`config.mk`:
```
export PLATFORM = sky130hd
export DESIGN_NAME = slsp_packer
export DESIGN_NICKNAME = d
export VERILOG_FILES = /design/src/verilog/slsp_pkg.sv /design/src/verilog/slsp_packer.sv /design/src/verilog/slsp_iq_word.sv
export SDC_FILE = /design/constraint.sdc
export NUM_CORES = 1
export LEC_CHECK = 0
export BUFFER_PORTS_ARGS = -buffer_cell sky130_fd_sc_hd__buf_2
export CAP_MARGIN = 10
export CORE_AREA = 5 5 276 278
export DETAILED_ROUTE_END_ITERATION = 6
export DIE_AREA = 0 0 281 283
export PLACE_DENSITY = 0.46
export SLEW_MARGIN = 15
export SYNTH_ARGS = -nofsm -noshare
export SYNTH_HDL_FRONTEND = slang
export SYNTH_HIERARCHICAL = 1
export SYNTH_SLANG_ARGS = --single-unit
```
`constraint.sdc`:
```
create_clock -name sys_clk -period 14.1 [get_ports sys_clk]
set_input_delay 1.41 -clock sys_clk [delete_from_list [all_inputs] [get_ports sys_clk]]
set_output_delay 1.41 -clock sys_clk [all_outputs]
set_load 0.05 [all_outputs]
```
`src/verilog/slsp_pkg.sv`:
```
/*
 * Shared constants for the serial lane sample packer: link mode numbers,
 * lane layouts, sample and lane widths, reset values.
 * Assumes a single frame-clock domain; link coding happens downstream.
 */
package slsp_pkg;

	// ----------------------------------------------------------------
	// Widths
	// ----------------------------------------------------------------
	localparam int DUAL_W      = 12;   // Converter sample, bypass modes
	localparam int DUAL_COUNT  = 8;    // Samples per channel per frame
	localparam int DUAL_LANES  = 6;    // Lanes per channel, bypass modes
	localparam int IQ_W        = 15;   // Decimated I or Q sample
	localparam int IQ_COUNT    = 8;    // Most I samples in one frame
	localparam int OVR_W       = 4;    // Over-range flags per component
	localparam int LANE_W      = 16;   // Lane frame word, two octets
	localparam int LANES       = 8;    // Lanes per side at most
	localparam int MODE_W      = 7;
	localparam int COUNT_W     = 4;

	// ----------------------------------------------------------------
	// Link mode numbers
	// ----------------------------------------------------------------
	localparam logic [MODE_W-1:0] MODE_20 = 7'h14;
	localparam logic [MODE_W-1:0] MODE_43 = 7'h2B;
	localparam logic [MODE_W-1:0] MODE_21 = 7'h15;
	localparam logic [MODE_W-1:0] MODE_36 = 7'h24;
	localparam logic [MODE_W-1:0] MODE_22 = 7'h16;
	localparam logic [MODE_W-1:0] MODE_46 = 7'h2E;
	localparam logic [MODE_W-1:0] MODE_23 = 7'h17;
	localparam logic [MODE_W-1:0] MODE_38 = 7'h26;
	localparam logic [MODE_W-1:0] MODE_61 = 7'h3D;
	localparam logic [MODE_W-1:0] MODE_64 = 7'h40;
	localparam logic [MODE_W-1:0] MODE_69 = 7'h45;
	localparam logic [MODE_W-1:0] MODE_71 = 7'h47;
	localparam logic [MODE_W-1:0] MODE_24 = 7'h18;
	localparam logic [MODE_W-1:0] MODE_48 = 7'h30;
	localparam logic [MODE_W-1:0] MODE_62 = 7'h3E;
	localparam logic [MODE_W-1:0] MODE_65 = 7'h41;
	localparam logic [MODE_W-1:0] MODE_70 = 7'h46;
	localparam logic [MODE_W-1:0] MODE_25 = 7'h19;
	localparam logic [MODE_W-1:0] MODE_52 = 7'h34;

	// ----------------------------------------------------------------
	// Layouts and lane counts per side
	// ----------------------------------------------------------------
	typedef enum logic [2:0] {
		LAY_NONE,
		LAY_DUAL12,
		LAY_D4_L4,
		LAY_D4_L8,
		LAY_D8_L2,
		LAY_D8_L4,
		LAY_D4_L16
	} slsp_layout_type;

	localparam logic [COUNT_W-1:0] ACT_NONE  = 4'h0;
	localparam logic [COUNT_W-1:0] ACT_DUAL  = 4'h6;
	localparam logic [COUNT_W-1:0] ACT_ONE   = 4'h1;
	localparam logic [COUNT_W-1:0] ACT_TWO   = 4'h2;
	localparam logic [COUNT_W-1:0] ACT_FOUR  = 4'h4;
	localparam logic [COUNT_W-1:0] ACT_EIGHT = 4'h8;

	localparam logic [LANE_W-1:0] LANE_RESET = 16'h0000;

endpackage

```
`src/verilog/slsp_packer.sv`:
```
/*
 * Transport packer for the serial output lanes: places bypass samples or
 * decimated I/Q words with over-range flags into each lane frame word.
 * Assumes inputs synchronous to sys_clk; one frame is taken per in_valid.
 */
module slsp_packer #(
	parameter int DUAL_W = slsp_pkg::DUAL_W,
	parameter int IQ_W   = slsp_pkg::IQ_W,
	parameter int LANE_W = slsp_pkg::LANE_W
) (
	input  wire logic                                   sys_clk,
	input  wire logic                                   resetn,
	input  wire logic [slsp_pkg::MODE_W-1:0]            link_mode_select,
	input  wire logic                                   in_valid,
	input  wire logic [slsp_pkg::DUAL_COUNT*DUAL_W-1:0] chan_a_samples,
	input  wire logic [slsp_pkg::DUAL_COUNT*DUAL_W-1:0] chan_b_samples,
	input  wire logic [slsp_pkg::IQ_COUNT*IQ_W-1:0]     iq_i,
	input  wire logic [slsp_pkg::IQ_COUNT*IQ_W-1:0]     iq_q,
	input  wire logic [slsp_pkg::OVR_W-1:0]             overrange_i,
	input  wire logic [slsp_pkg::OVR_W-1:0]             overrange_q,
	output logic                                        out_valid,
	output logic                                        mode_supported,
	output logic      [LANE_W-1:0]                      lane_a0,
	output logic      [LANE_W-1:0]                      lane_a1,
	output logic      [LANE_W-1:0]                      lane_a2,
	output logic      [LANE_W-1:0]                      lane_a3,
	output logic      [LANE_W-1:0]                      lane_a4,
	output logic      [LANE_W-1:0]                      lane_a5,
	output logic      [LANE_W-1:0]                      lane_a6,
	output logic      [LANE_W-1:0]                      lane_a7,
	output logic      [LANE_W-1:0]                      lane_b0,
	output logic      [LANE_W-1:0]                      lane_b1,
	output logic      [LANE_W-1:0]                      lane_b2,
	output logic      [LANE_W-1:0]                      lane_b3,
	output logic      [LANE_W-1:0]                      lane_b4,
	output logic      [LANE_W-1:0]                      lane_b5,
	output logic      [LANE_W-1:0]                      lane_b6,
	output logic      [LANE_W-1:0]                      lane_b7
);
	import slsp_pkg::*;

	localparam int GROUP_W = 4 * DUAL_W;   // Four samples fill three lanes

	// ----------------------------------------------------------------
	// Elaboration checks
	// ----------------------------------------------------------------
	// Packing arithmetic only closes for these width relations
	if (GROUP_W != 3 * LANE_W || IQ_W + 1 != LANE_W) begin : g_bad_width
		$error("slsp_packer: widths do not fit the lane layout");
	end

	// ----------------------------------------------------------------
	// Reset release
	// ----------------------------------------------------------------
	logic rst_meta;
	logic rst_n;

	// Async assert, two-stage synchronous release
	always_ff @(posedge sys_clk or negedge resetn) begin
		if (!resetn) begin
			rst_meta <= 1'b0;
			rst_n    <= 1'b0;
		end else begin
			rst_meta <= 1'b1;
			rst_n    <= rst_meta;
		end
	end

	// ----------------------------------------------------------------
	// Mode decode
	// ----------------------------------------------------------------
	slsp_layout_type     layout;
	logic [COUNT_W-1:0]  active_lanes;

	// Mode is treated as static; a change mid-stream takes effect next frame
	always_comb begin
		case (link_mode_select)
			MODE_20, MODE_43: layout = LAY_DUAL12;
			MODE_21, MODE_36: layout = LAY_D4_L4;
			MODE_22, MODE_46: layout = LAY_D4_L8;
			MODE_23, MODE_38, MODE_61, MODE_64, MODE_69, MODE_71: layout = LAY_D8_L2;
			MODE_24, MODE_48, MODE_62, MODE_65, MODE_70: layout = LAY_D8_L4;
			MODE_25, MODE_52: layout = LAY_D4_L16;
			default: layout = LAY_NONE;
		endcase
	end

	// Lanes in use per side; the rest idle at zero
	always_comb begin
		case (layout)
			LAY_DUAL12: active_lanes = ACT_DUAL;
			LAY_D4_L4:  active_lanes = ACT_TWO;
			LAY_D4_L8:  active_lanes = ACT_FOUR;
			LAY_D8_L2:  active_lanes = ACT_ONE;
			LAY_D8_L4:  active_lanes = ACT_TWO;
			LAY_D4_L16: active_lanes = ACT_EIGHT;
			default:    active_lanes = ACT_NONE;
		endcase
	end

	// ----------------------------------------------------------------
	// Lane word formation
	// ----------------------------------------------------------------
	logic [LANE_W-1:0] next_lane_a [LANES];
	logic [LANE_W-1:0] next_lane_b [LANES];
	logic [LANE_W-1:0] lane_a      [LANES];
	logic [LANE_W-1:0] lane_b      [LANES];

	for (genvar l = 0; l < LANES; l++) begin : g_lane
		localparam int GRP = l / 3;
		localparam int SUB = l % 3;
		localparam int FLG = (l < OVR_W) ? l : 0;
		logic [GROUP_W-1:0] grp_a;
		logic [GROUP_W-1:0] grp_b;
		logic [LANE_W-1:0]  dual_a;
		logic [LANE_W-1:0]  dual_b;
		logic [LANE_W-1:0]  iq_a;
		logic [LANE_W-1:0]  iq_b;
		logic               flag_i;
		logic               flag_q;
		logic               lane_on;

		if (l < DUAL_LANES) begin : g_dual
			assign grp_a = {chan_a_samples[(4*GRP)*DUAL_W +: DUAL_W],
				chan_a_samples[(4*GRP+1)*DUAL_W +: DUAL_W],
				chan_a_samples[(4*GRP+2)*DUAL_W +: DUAL_W],
				chan_a_samples[(4*GRP+3)*DUAL_W +: DUAL_W]};
			assign grp_b = {chan_b_samples[(4*GRP)*DUAL_W +: DUAL_W],
				chan_b_samples[(4*GRP+1)*DUAL_W +: DUAL_W],
				chan_b_samples[(4*GRP+2)*DUAL_W +: DUAL_W],
				chan_b_samples[(4*GRP+3)*DUAL_W +: DUAL_W]};
			assign dual_a = grp_a[GROUP_W-1-SUB*LANE_W -: LANE_W];
			assign dual_b = grp_b[GROUP_W-1-SUB*LANE_W -: LANE_W];
		end else begin : g_nodual
			assign grp_a  = '0;
			assign grp_b  = '0;
			assign dual_a = LANE_RESET;
			assign dual_b = LANE_RESET;
		end

		assign flag_i = (layout == LAY_D4_L16) ? overrange_i[l/2] : overrange_i[FLG];
		assign flag_q = (layout == LAY_D4_L16) ? overrange_q[l/2] : overrange_q[FLG];
		assign lane_on = (COUNT_W'(l) < active_lanes) && (layout != LAY_DUAL12);

		slsp_iq_word #(
			.IQ_W   (IQ_W),
			.LANE_W (LANE_W)
		) u_word_i (
			.sample (iq_i[l*IQ_W +: IQ_W]),
			.flag   (flag_i),
			.enable (lane_on),
			.word   (iq_a)
		);

		slsp_iq_word #(
			.IQ_W   (IQ_W),
			.LANE_W (LANE_W)
		) u_word_q (
			.sample (iq_q[l*IQ_W +: IQ_W]),
			.flag   (flag_q),
			.enable (lane_on),
			.word   (iq_b)
		);

		assign next_lane_a[l] = (layout == LAY_DUAL12) ? dual_a : iq_a;
		assign next_lane_b[l] = (layout == LAY_DUAL12) ? dual_b : iq_b;

		// Lanes hold their last frame between valid inputs
		always_ff @(posedge sys_clk or negedge rst_n) begin
			if (!rst_n) begin
				lane_a[l] <= LANE_RESET;
				lane_b[l] <= LANE_RESET;
			end else if (in_valid) begin
				lane_a[l] <= next_lane_a[l];
				lane_b[l] <= next_lane_b[l];
			end
		end
	end

	// ----------------------------------------------------------------
	// Frame status
	// ----------------------------------------------------------------
	// One cycle latency from frame in to lanes out
	always_ff @(posedge sys_clk or negedge rst_n) begin
		if (!rst_n) begin
			out_valid      <= 1'b0;
			mode_supported <= 1'b0;
		end else begin
			out_valid      <= in_valid;
			mode_supported <= (layout != LAY_NONE);
		end
	end

	// Flatten lane array onto named ports
	assign lane_a0 = lane_a[0];
	assign lane_a1 = lane_a[1];
	assign lane_a2 = lane_a[2];
	assign lane_a3 = lane_a[3];
	assign lane_a4 = lane_a[4];
	assign lane_a5 = lane_a[5];
	assign lane_a6 = lane_a[6];
	assign lane_a7 = lane_a[7];
	assign lane_b0 = lane_b[0];
	assign lane_b1 = lane_b[1];
	assign lane_b2 = lane_b[2];
	assign lane_b3 = lane_b[3];
	assign lane_b4 = lane_b[4];
	assign lane_b5 = lane_b[5];
	assign lane_b6 = lane_b[6];
	assign lane_b7 = lane_b[7];
endmodule

```
`src/verilog/slsp_iq_word.sv`:
```
/*
 * One decimated lane word: a 15-bit sample followed by its over-range
 * flag in the least significant bit, or zero on an idle lane.
 * Assumes the caller registers the result.
 */
module slsp_iq_word #(
	parameter int IQ_W   = slsp_pkg::IQ_W,
	parameter int LANE_W = slsp_pkg::LANE_W
) (
	input  wire logic [IQ_W-1:0]   sample,
	input  wire logic              flag,
	input  wire logic              enable,
	output logic      [LANE_W-1:0] word
);
	import slsp_pkg::*;

	// Sample fills the high octet first, flag closes the low octet
	assign word = enable ? {sample, flag} : LANE_RESET;

endmodule

```
==> results of run 1 <==
## flip-flops by register name (all words and copies together) (netlist names)
name and count:
lane_a3 16, lane_a7 16, lane_a1 16, lane_b1 16, out_valid 1, mode_supported 1, lane_b2 16, lane_b0 16
lane_b5 16, lane_a6 16, lane_a0 16, lane_b6 16, lane_b3 16, lane_b7 16, lane_a4 16, lane_a5 16
rst_meta 1, lane_a2 16, rst_n 1, lane_b4 16
## path summary, 6_finish.rpt
kind                                                end                from  depth (start not counted)
worst max-delay path             lane_b4[5]$_DFFE_PN0P_            in_valid                          5
worst max register to register  lane_b2[14]$_DFFE_PN0P_     rst_n$_DFF_PN0_                          2
worst min-delay path                    rst_n$_DFF_PN0_  rst_meta$_DFF_PN0_                          0
worst min register to register          rst_n$_DFF_PN0_  rst_meta$_DFF_PN0_                          0
max in group asynchronous       lane_b2[14]$_DFFE_PN0P_     rst_n$_DFF_PN0_                          2
min in group asynchronous        lane_a5[6]$_DFFE_PN0P_     rst_n$_DFF_PN0_                          0
## synth_stat cells (all sizes together)
cell type and number:
nand4 3, nand3b 4, dfrtp 260, nor2b 1, a2111oi 1, a221oi 1, inv 71, nor4 2
nand3 194, and3 1, clkbuf 101, o22ai 64, o32a 1, clkinv 1, o21ai 195, a2bb2oi 1
a211oi 1, conb 1, or2 1, nand2 66, nand2b 3, xnor2 1, a31oi 192, a22o 1
and2 256, nor2 196, o32ai 2, nor4b 1, or3b 2, a21oi 4, nand4bb 2, buf 69
nor3 2, mux2 10
## where the power goes
part,total (mW),internal (mW),switching (mW),leakage (nW)
logic,0.433,0.117,0.315,5.14
clock network,0.889,0.540,0.349,0.564
registers,0.822,0.792,0.0301,3.33
## final cells by class
type	instances	share of cell area (%)
Multi-Input combinational cell	1209	34.5
Sequential cell	260	33.1
Timing Repair Buffer	732	19.0
Tap cell	969	6.16
Clock buffer	51	5.43
Inverter	72	1.40
Clock inverter	7	0.324
Antenna cell	9	0.114
## routing by layer
metal	track usage (%)	vias up	part of all wire [%]
li1	-	7127	-
met1	19.3	7066	41
met2	25.9	545	48
met3	4.16	97	7.8
met4	4.85	8	2.9
met5	0	-	0.074
## kinds of logic (layout without fill, tap and decap cells)
family,Yosys count,after routing
compound gates,463,463
xor+xnor,1,1
buf+inv,242,862
flops,260,260
mux,10,10
other cells,1,10
simple gates,734,734
## critical path, stage by stage
cell and delay [ns]:
buf_8 0.66, buf_4 0.75, buf_4 0.82, nor2_1 0.11, a31oi_1 0.19
## stage by stage
stage	power, mW	worst slack, ns	util (%)	hold slack (ns)
floorplan	1.11	6.32	-	0.331
global placement	1.27	9.92	25.1	0.335
detailed placement	1.27	9.92	25.1	0.336
CTS	2.19	10.48	26.7	0.348
global route	2.24	10.17	26.7	0.352
finish	2.14	10.38	26.7	0.345
==> metrics, run 1 <==
status=finished, final reports clean; clock insertion delay at the later pin of the skew report=0.53 ns; Syn Inst Count=1711; final slew viol count=0; Cell Rows=100; htree depth=2; initial core utilization=19.6%; Finished Layout Cells=3309; total gr overflow=0; num ports=708; # resized after CTS=0; routed wire length=65300 um; Synthesized Nets=2161; cell area after synthesis=14400 um2; register area share after synthesis=45.1%; Yosys cell types=44; Worst-path clk slew=0.05 ns; Setup TNS=0 ns; Final Wtd Congestion=0.809; top cells by area, synth=dfrtp_1 45%, and2_2 10%, a31oi_1 8.3%, nand3_1 6.7%, nor2_1 5.1%; endpoints failing hold=0; minimum clock period after layout=3.72 ns; #FFs+latches synth=260; Post-Synth Adder-Cell Area=0%; Cell Pwr Density=109 nW/um2; Yosys warning total=6; drt pass-1 iters=5; Yosys top cell area share=45.1%; port bufs=707; Synth Area in XOR/XNOR=0.0608%; crit path launch type=input pin; clock tree root driver cell=clkbuf_16; Lkg Pwr=9.04 nW; CTS Sinks=260; most frequent cells in the layout=705 x buf_2, 259 x dfrtp_1, 195 x nor2_1, 194 x nand3_1; final worst path period share=26.4%; vias=14800; Hold Path Class=flip-flop to flip-flop; Worst EP arrival=4.16 ns; initial DRC count=985; Routed WL per cell=19.7 um; clock tree buffer depth=3; NumNets Final=2760; initial antenna violation count=16; Peak VDD IR=61.7 uV; first-pass GRT wire length=96500 um; TritonCTS clock tree=yes; GRT Total Usage=15.4%; worst slew pin tran=1.03 ns; Post-DP HPWL=45800 um; largest family of logic cells by synthesized area=simple AND/OR/NAND/NOR gates; relative slew slack=31.2%; post-route cell area=19700 um2; Post-CTS Hold Buffers=0; critical path class=input pin to flip-flop; area grow syn2layout=36.5%; Post-DRT Antenna Nets=0; layout cells sized above 1=42.7%; clock buffer count from CTS=35; drt via density=4.49; register area=6510 um2; largest net degree at the start of global routing=164; maxcap violations=0; simple-gate share of the synthesized area=27.5%; Final setup viols=0; vias in the first global route=14800; Clock Skew=0.00609 ns; Remaining DRCs=0; die width=281 um; largest fanout on the critical path=163; Die Y=283 um; RSZ-0062 raised after global routing=false; Multi-input gate area=6780 um2; Synth area leader=dfrtp_1; post-placement cell area=18500 um2; fmax=269 MHz; most common cell after layout, fill and taps aside=buf_2; Worst Path Required=14.54 ns; fill cell count=8141; Compound-Gate Fraction of Synth Area=18.6%; Avg Inst Size Synth=8.42 um2; Core Region=73700 um2; CP Capture Type=flip-flop; mux contribution to synthesized area=0.781%; dpl cells=3242; flop2flop setup slack=11.52 ns; post-CTS setup buffer count=0; die area=79500 um2
(Power assumes the default switching activity.)
==> run 2, diff against run 1 <==
Settings changed: CORE_AREA 5 5 276 278 to 5 5 271 273, DIE_AREA 0 0 281 283 to 0 0 276 278, PLACE_DENSITY 0.46 to 0.47.
Clock period 14.1 ns to 3.9 ns, I/O delays scaled along.
==> run 2 against run 1 <==
  * The run now ends with max-slew violations left
  * Utilization increased by 1.3 points
  * Register-to-register slack got worse by 8.9 ns
  * Highest routed layer unchanged
  * Total power grew to 3.6 times the previous value
  * Critical endpoint is now lane_b3[15]$_DFFE_PN0P_
  * Die area down 3.5%
  * Largest power group unchanged
  * Flip-flop and latch count is the same
==> metrics, run 2 (synthesis gave the netlist of run 1 again) <==
Worst Hold Slack=0.127 ns; clock buffer count from CTS=36; top routing layer used=met5; worst slew pin tran=1.69 ns; Die Y=278 um; Final Util=28.0%; Core Region=70900 um2; part of the power in registers=38.0%; Final setup viols=0; clock insertion delay at the later pin of the skew report=0.54 ns; TritonCTS clock tree=yes; NumNets Final=2775; die width=276 um; vias=15200; Worst Path Required=4.35 ns; Post-DRT Antenna Nets=0; minimum clock period after layout=2.38 ns; Worst EP arrival=2.83 ns; initial antenna violation count=18; Lkg Pwr=9.14 nW; r2r endpoint=lane_a3[15]$_DFFE_PN0P_; failing checks=max-slew violations; die area=76700 um2; Peak VDD IR=256 uV; Hold Path Class=input pin to flip-flop; worst r2r path cells=1; area grow syn2layout=37.9%; post-route cell area=19900 um2; CTS Sinks=260; met2 routed WL=32900 um; critical path class=input pin to flip-flop; # resized after CTS=0; endpoints failing hold=0; Routed WL per cell=20.4 um; initial core utilization=20.3%; first-pass GRT wire length=101000 um; total gr overflow=0; CP Capture Type=flip-flop; status=finished with violations; flop2flop setup slack=2.60 ns; Final Wtd Congestion=0.833; clock tree root driver cell=clkbuf_16; initial DRC count=861; fmax=420 MHz; register area=6510 um2; routed wire length=67400 um; crit path launch type=input pin; post-layout power=7.82 mW; Clock Skew=0.0246 ns; final slew viol count=81; maxcap violations=0; switching power=2.60 mW; Finished Layout Cells=3308; pre-CTS WS=0.987 ns; Cell Rows=98; Comb pwr share=20.6%; Power Internal=5.22 mW; sw frac=33.2%; drt via density=4.58; fill cell count=7861; hold path depth=3; most frequent cells in the layout=705 x buf_2, 259 x dfrtp_1, 195 x nor2_1, 194 x nand3_1; Clk pwr share=41.4%; largest net degree at the start of global routing=194; most common cell after layout, fill and taps aside=buf_2; drt pass-1 iters=5; Multi-input gate area=6780 um2; clock tree buffer depth=3; Post-DP HPWL=47700 um; DR WL met3=4690 um; relative slew slack=-12.4%; Hold Startpoint=chan_a_samples[20]; post-placement cell area=18700 um2; num ports=708; Cell Pwr Density=394 nW/um2; Remaining DRCs=0; GRT Total Usage=16.6%; dpl cells=3236; final worst path period share=61.0%; port bufs=707; Setup TNS=0 ns; layout cells sized above 1=42.9%; WHS Endpoint=lane_a0[0]$_DFFE_PN0P_; Worst-path clk slew=0.06 ns; post-CTS setup buffer count=0; vias in the first global route=15500; Final Worst Setup Slack=1.52 ns; htree depth=2; RSZ-0062 raised after global routing=false; met1 wire length=28700 um; largest fanout on the critical path=17; worst reg2reg startpoint=rst_n$_DFF_PN0_; Post-CTS Hold Buffers=1
## run 2: how the worst max path moves through the flow
stage	start	to	slack, ns	cells after the start
3_3_place_gp	link_mode_select[1]	lane_a3[15]$_DFFE_PN0P_	1.04	9
5_1_grt	link_mode_select[4]	lane_b3[15]$_DFFE_PN0P_	1.32	9
3_5_place_dp	link_mode_select[4]	lane_b3[15]$_DFFE_PN0P_	0.99	9
4_1_cts	link_mode_select[1]	lane_a3[10]$_DFFE_PN0P_	1.59	9
2_1_floorplan	rst_n$_DFF_PN0_	lane_a0[0]$_DFFE_PN0P_	1.29	0
6_report	link_mode_select[4]	lane_b3[15]$_DFFE_PN0P_	1.52	9
## run 2: power by group through the flow
stage | Sequential [mW] | Combinational [mW] | Clock (mW)
final | 2.97 | 1.61 | 3.24
after global routing | 2.99 | 1.72 | 3.48
after CTS | 2.97 | 1.63 | 3.37
after detailed placement | 3.02 | 1.63 | 0
after global placement | 3.02 | 1.62 | 0
after floorplan | 3.61 | 0.386 | 0
## run 2: area by class of cell
type,instances,share of cell area [%]
multi-input cells,1209,34.1
repair buffers,746,19.9
clock inverters,8,0.271
flip-flops and latches,260,32.8
inverters,72,1.39
diodes,8,0.101
clock buffers,55,5.45
well taps,950,5.98
## run 2: metal layers
layer | vias to the layer above | GRT usage, %
met5 | - | 0
met4 | 6 | 3.38
met3 | 66 | 4.20
met2 | 630 | 28.7
met1 | 7281 | 21.2
li1 | 7168 | -
## run 2: worst max-delay path, cell delays in order
cell and delay [ns]:
buf_2 0.20, or3b_1 0.37, a2111oi_0 0.41, a21oi_1 0.18
inv_1 0.60, buf_12 0.23, and2_2 0.14, o21ai_0 0.08
a31oi_1 0.21
==> run 3, diff against run 2 <==
Settings changed: PLACE_DENSITY 0.47 to 0.48.
Clock period 3.9 ns to 2 ns, I/O delays scaled along.
==> run 3 against run 2 <==
  * Utilization up 4.3 points
  * Critical endpoint is now lane_a2[15]$_DFFE_PN0P_
  * Combinational power up 120%
  * Sequential power up 95%
  * Wire length up 2.0%
  * Worst setup slack worse by 1.2 ns
  * Clock skew down 0.011 ns
  * Clock power up 95%
  * Cell count up 8.3%
  * Design area up 15%
  * Critical path depth unchanged
  * Non-clock buffer count up 279
  * The run now ends clean
  * Die area unchanged
  * Critical path type unchanged
==> metrics, run 3 (synthesis gave the netlist of run 1 again) <==
clock tree buffer depth=3; first-pass GRT wire length=104000 um; final worst path period share=85.2%; drt via density=4.48; clock insertion delay at the later pin of the skew report=0.54 ns; most common cell after layout, fill and taps aside=buf_2; Post-DRT Antenna Nets=0; top routing layer used=met5; area grow syn2layout=58.8%; crit path buf inv count=5; final slew viol count=0; layout cells sized above 1=41.8%; crit path launch type=input pin; Clock Skew=0.0136 ns; vias in the first global route=16600; DR WL met3=4850 um; largest net degree at the start of global routing=193; Remaining DRCs=0; Die Y=278 um; worst slew pin tran=1.16 ns; Hold Path Class=input pin to flip-flop; Final setup viols=0; Routed WL per cell=19.2 um; Final Util=32.3%; initial DRC count=894; minimum clock period after layout=1.70 ns; clock buffer count from CTS=34; Setup TNS=0 ns; CTS Sinks=260; TritonCTS clock tree=yes; Lkg Pwr=10.5 nW; NumNets Final=3052; clock tree root driver cell=clkbuf_16; Cell Rows=98; relative slew slack=22.9%; total gr overflow=0; GRT Total Usage=17.1%; Worst-path clk slew=0.06 ns; max incr delay on CP=0.39 ns; maxcap violations=0; RSZ-0062 raised after global routing=false; flop2flop setup slack=1.01 ns; largest fanout on the critical path=35; Post-DP HPWL=49300 um; Peak VDD IR=523 uV; post-CTS setup buffer count=0; die area=76700 um2; port bufs=707; Core Region=70900 um2; Worst Path Required=2.40 ns; Crit-path slowest cell=o32a_2; most frequent cells in the layout=705 x buf_2, 259 x dfrtp_1, 195 x nor2_1, 194 x nand3_1; met1 wire length=28800 um; vias=16100; num ports=708; Worst EP arrival=2.10 ns; Cell Pwr Density=685 nW/um2; CP Capture Type=flip-flop; drt pass-1 iters=5; endpoints failing hold=0; CP top delay family=compound AO/OA/AOI/OAI gates; CP Cell Sequence=buf_2, buf_4, or2_1, buf_4, o32a_2, buf_12, buf_12, o21ai_0, a31oi_1; critical path class=input pin to flip-flop; initial antenna violation count=15; Final Wtd Congestion=0.849; met2 routed WL=32900 um; initial core utilization=20.3%; htree depth=2; routed wire length=68800 um; status=finished, final reports clean; die width=276 um; fmax=587 MHz
-- run 3: metal layers --
| metal | vias to the layer above | global-route usage (%) |
|---|---|---|
| met5 | - | 0 |
| met4 | 6 | 5.48 |
| met3 | 108 | 4.49 |
| met2 | 657 | 29.1 |
| met1 | 7570 | 21.3 |
| li1 | 7718 | - |
-- run 3: per-stage QoR --
step                setup WS [ns]  power (mW)  cell area, um2  hold slack (ns)  cells
finish                      0.295        15.7           22900           0.0427   3584
CTS                         0.300        16.0           22900         0.000243   3576
global placement           -0.282        9.20           19800          -0.0128   3324
detailed placement         -0.296        9.20           19800          -0.0107   3324
floorplan                  -0.608        7.81           14400          -0.0956   1711
global route                0.125        16.4           22900           0.0243   3582
-- run 3: final timing paths --
kind	endpoint	cells after the start	from
max in group asynchronous	lane_a2[11]$_DFFE_PN0P_	1	rst_n$_DFF_PN0_
worst min-delay path	lane_a1[10]$_DFFE_PN0P_	3	chan_a_samples[14]
worst min register to register	lane_b5[12]$_DFFE_PN0P_	0	rst_n$_DFF_PN0_
worst max register to register	lane_a2[11]$_DFFE_PN0P_	1	rst_n$_DFF_PN0_
min in group asynchronous	lane_b5[12]$_DFFE_PN0P_	0	rst_n$_DFF_PN0_
worst max-delay path	lane_a2[15]$_DFFE_PN0P_	9	link_mode_select[3]
-- run 3: timing repair --
| action | CTS | global route |
|---|---|---|
| resized for setup | 0 | 0 |
| endpoints found under the hold margin | 192 | 0 |
| hold buffers | 192 | 0 |
-- run 3: final cells by class --
| class | count | area (um2) |
|---|---|---|
| fill | 7626 | 48000 |
| timing repair buffer | 1025 | 6970 |
| multi-input combinational | 1209 | 6790 |
| inverter | 72 | 275 |
| sequential | 260 | 6510 |
| clock inverter | 6 | 55.1 |
| clock buffer | 54 | 1080 |
| tap | 950 | 1190 |
| antenna | 8 | 20.0 |
-- run 3: power breakdown --
part           switching, mW  internal [mW]  leakage (nW)
Clock                   2.49           3.82         0.564
Sequential             0.199           5.58          3.33
Combinational           2.36           1.23          6.62
Total                   5.05           10.6          10.5
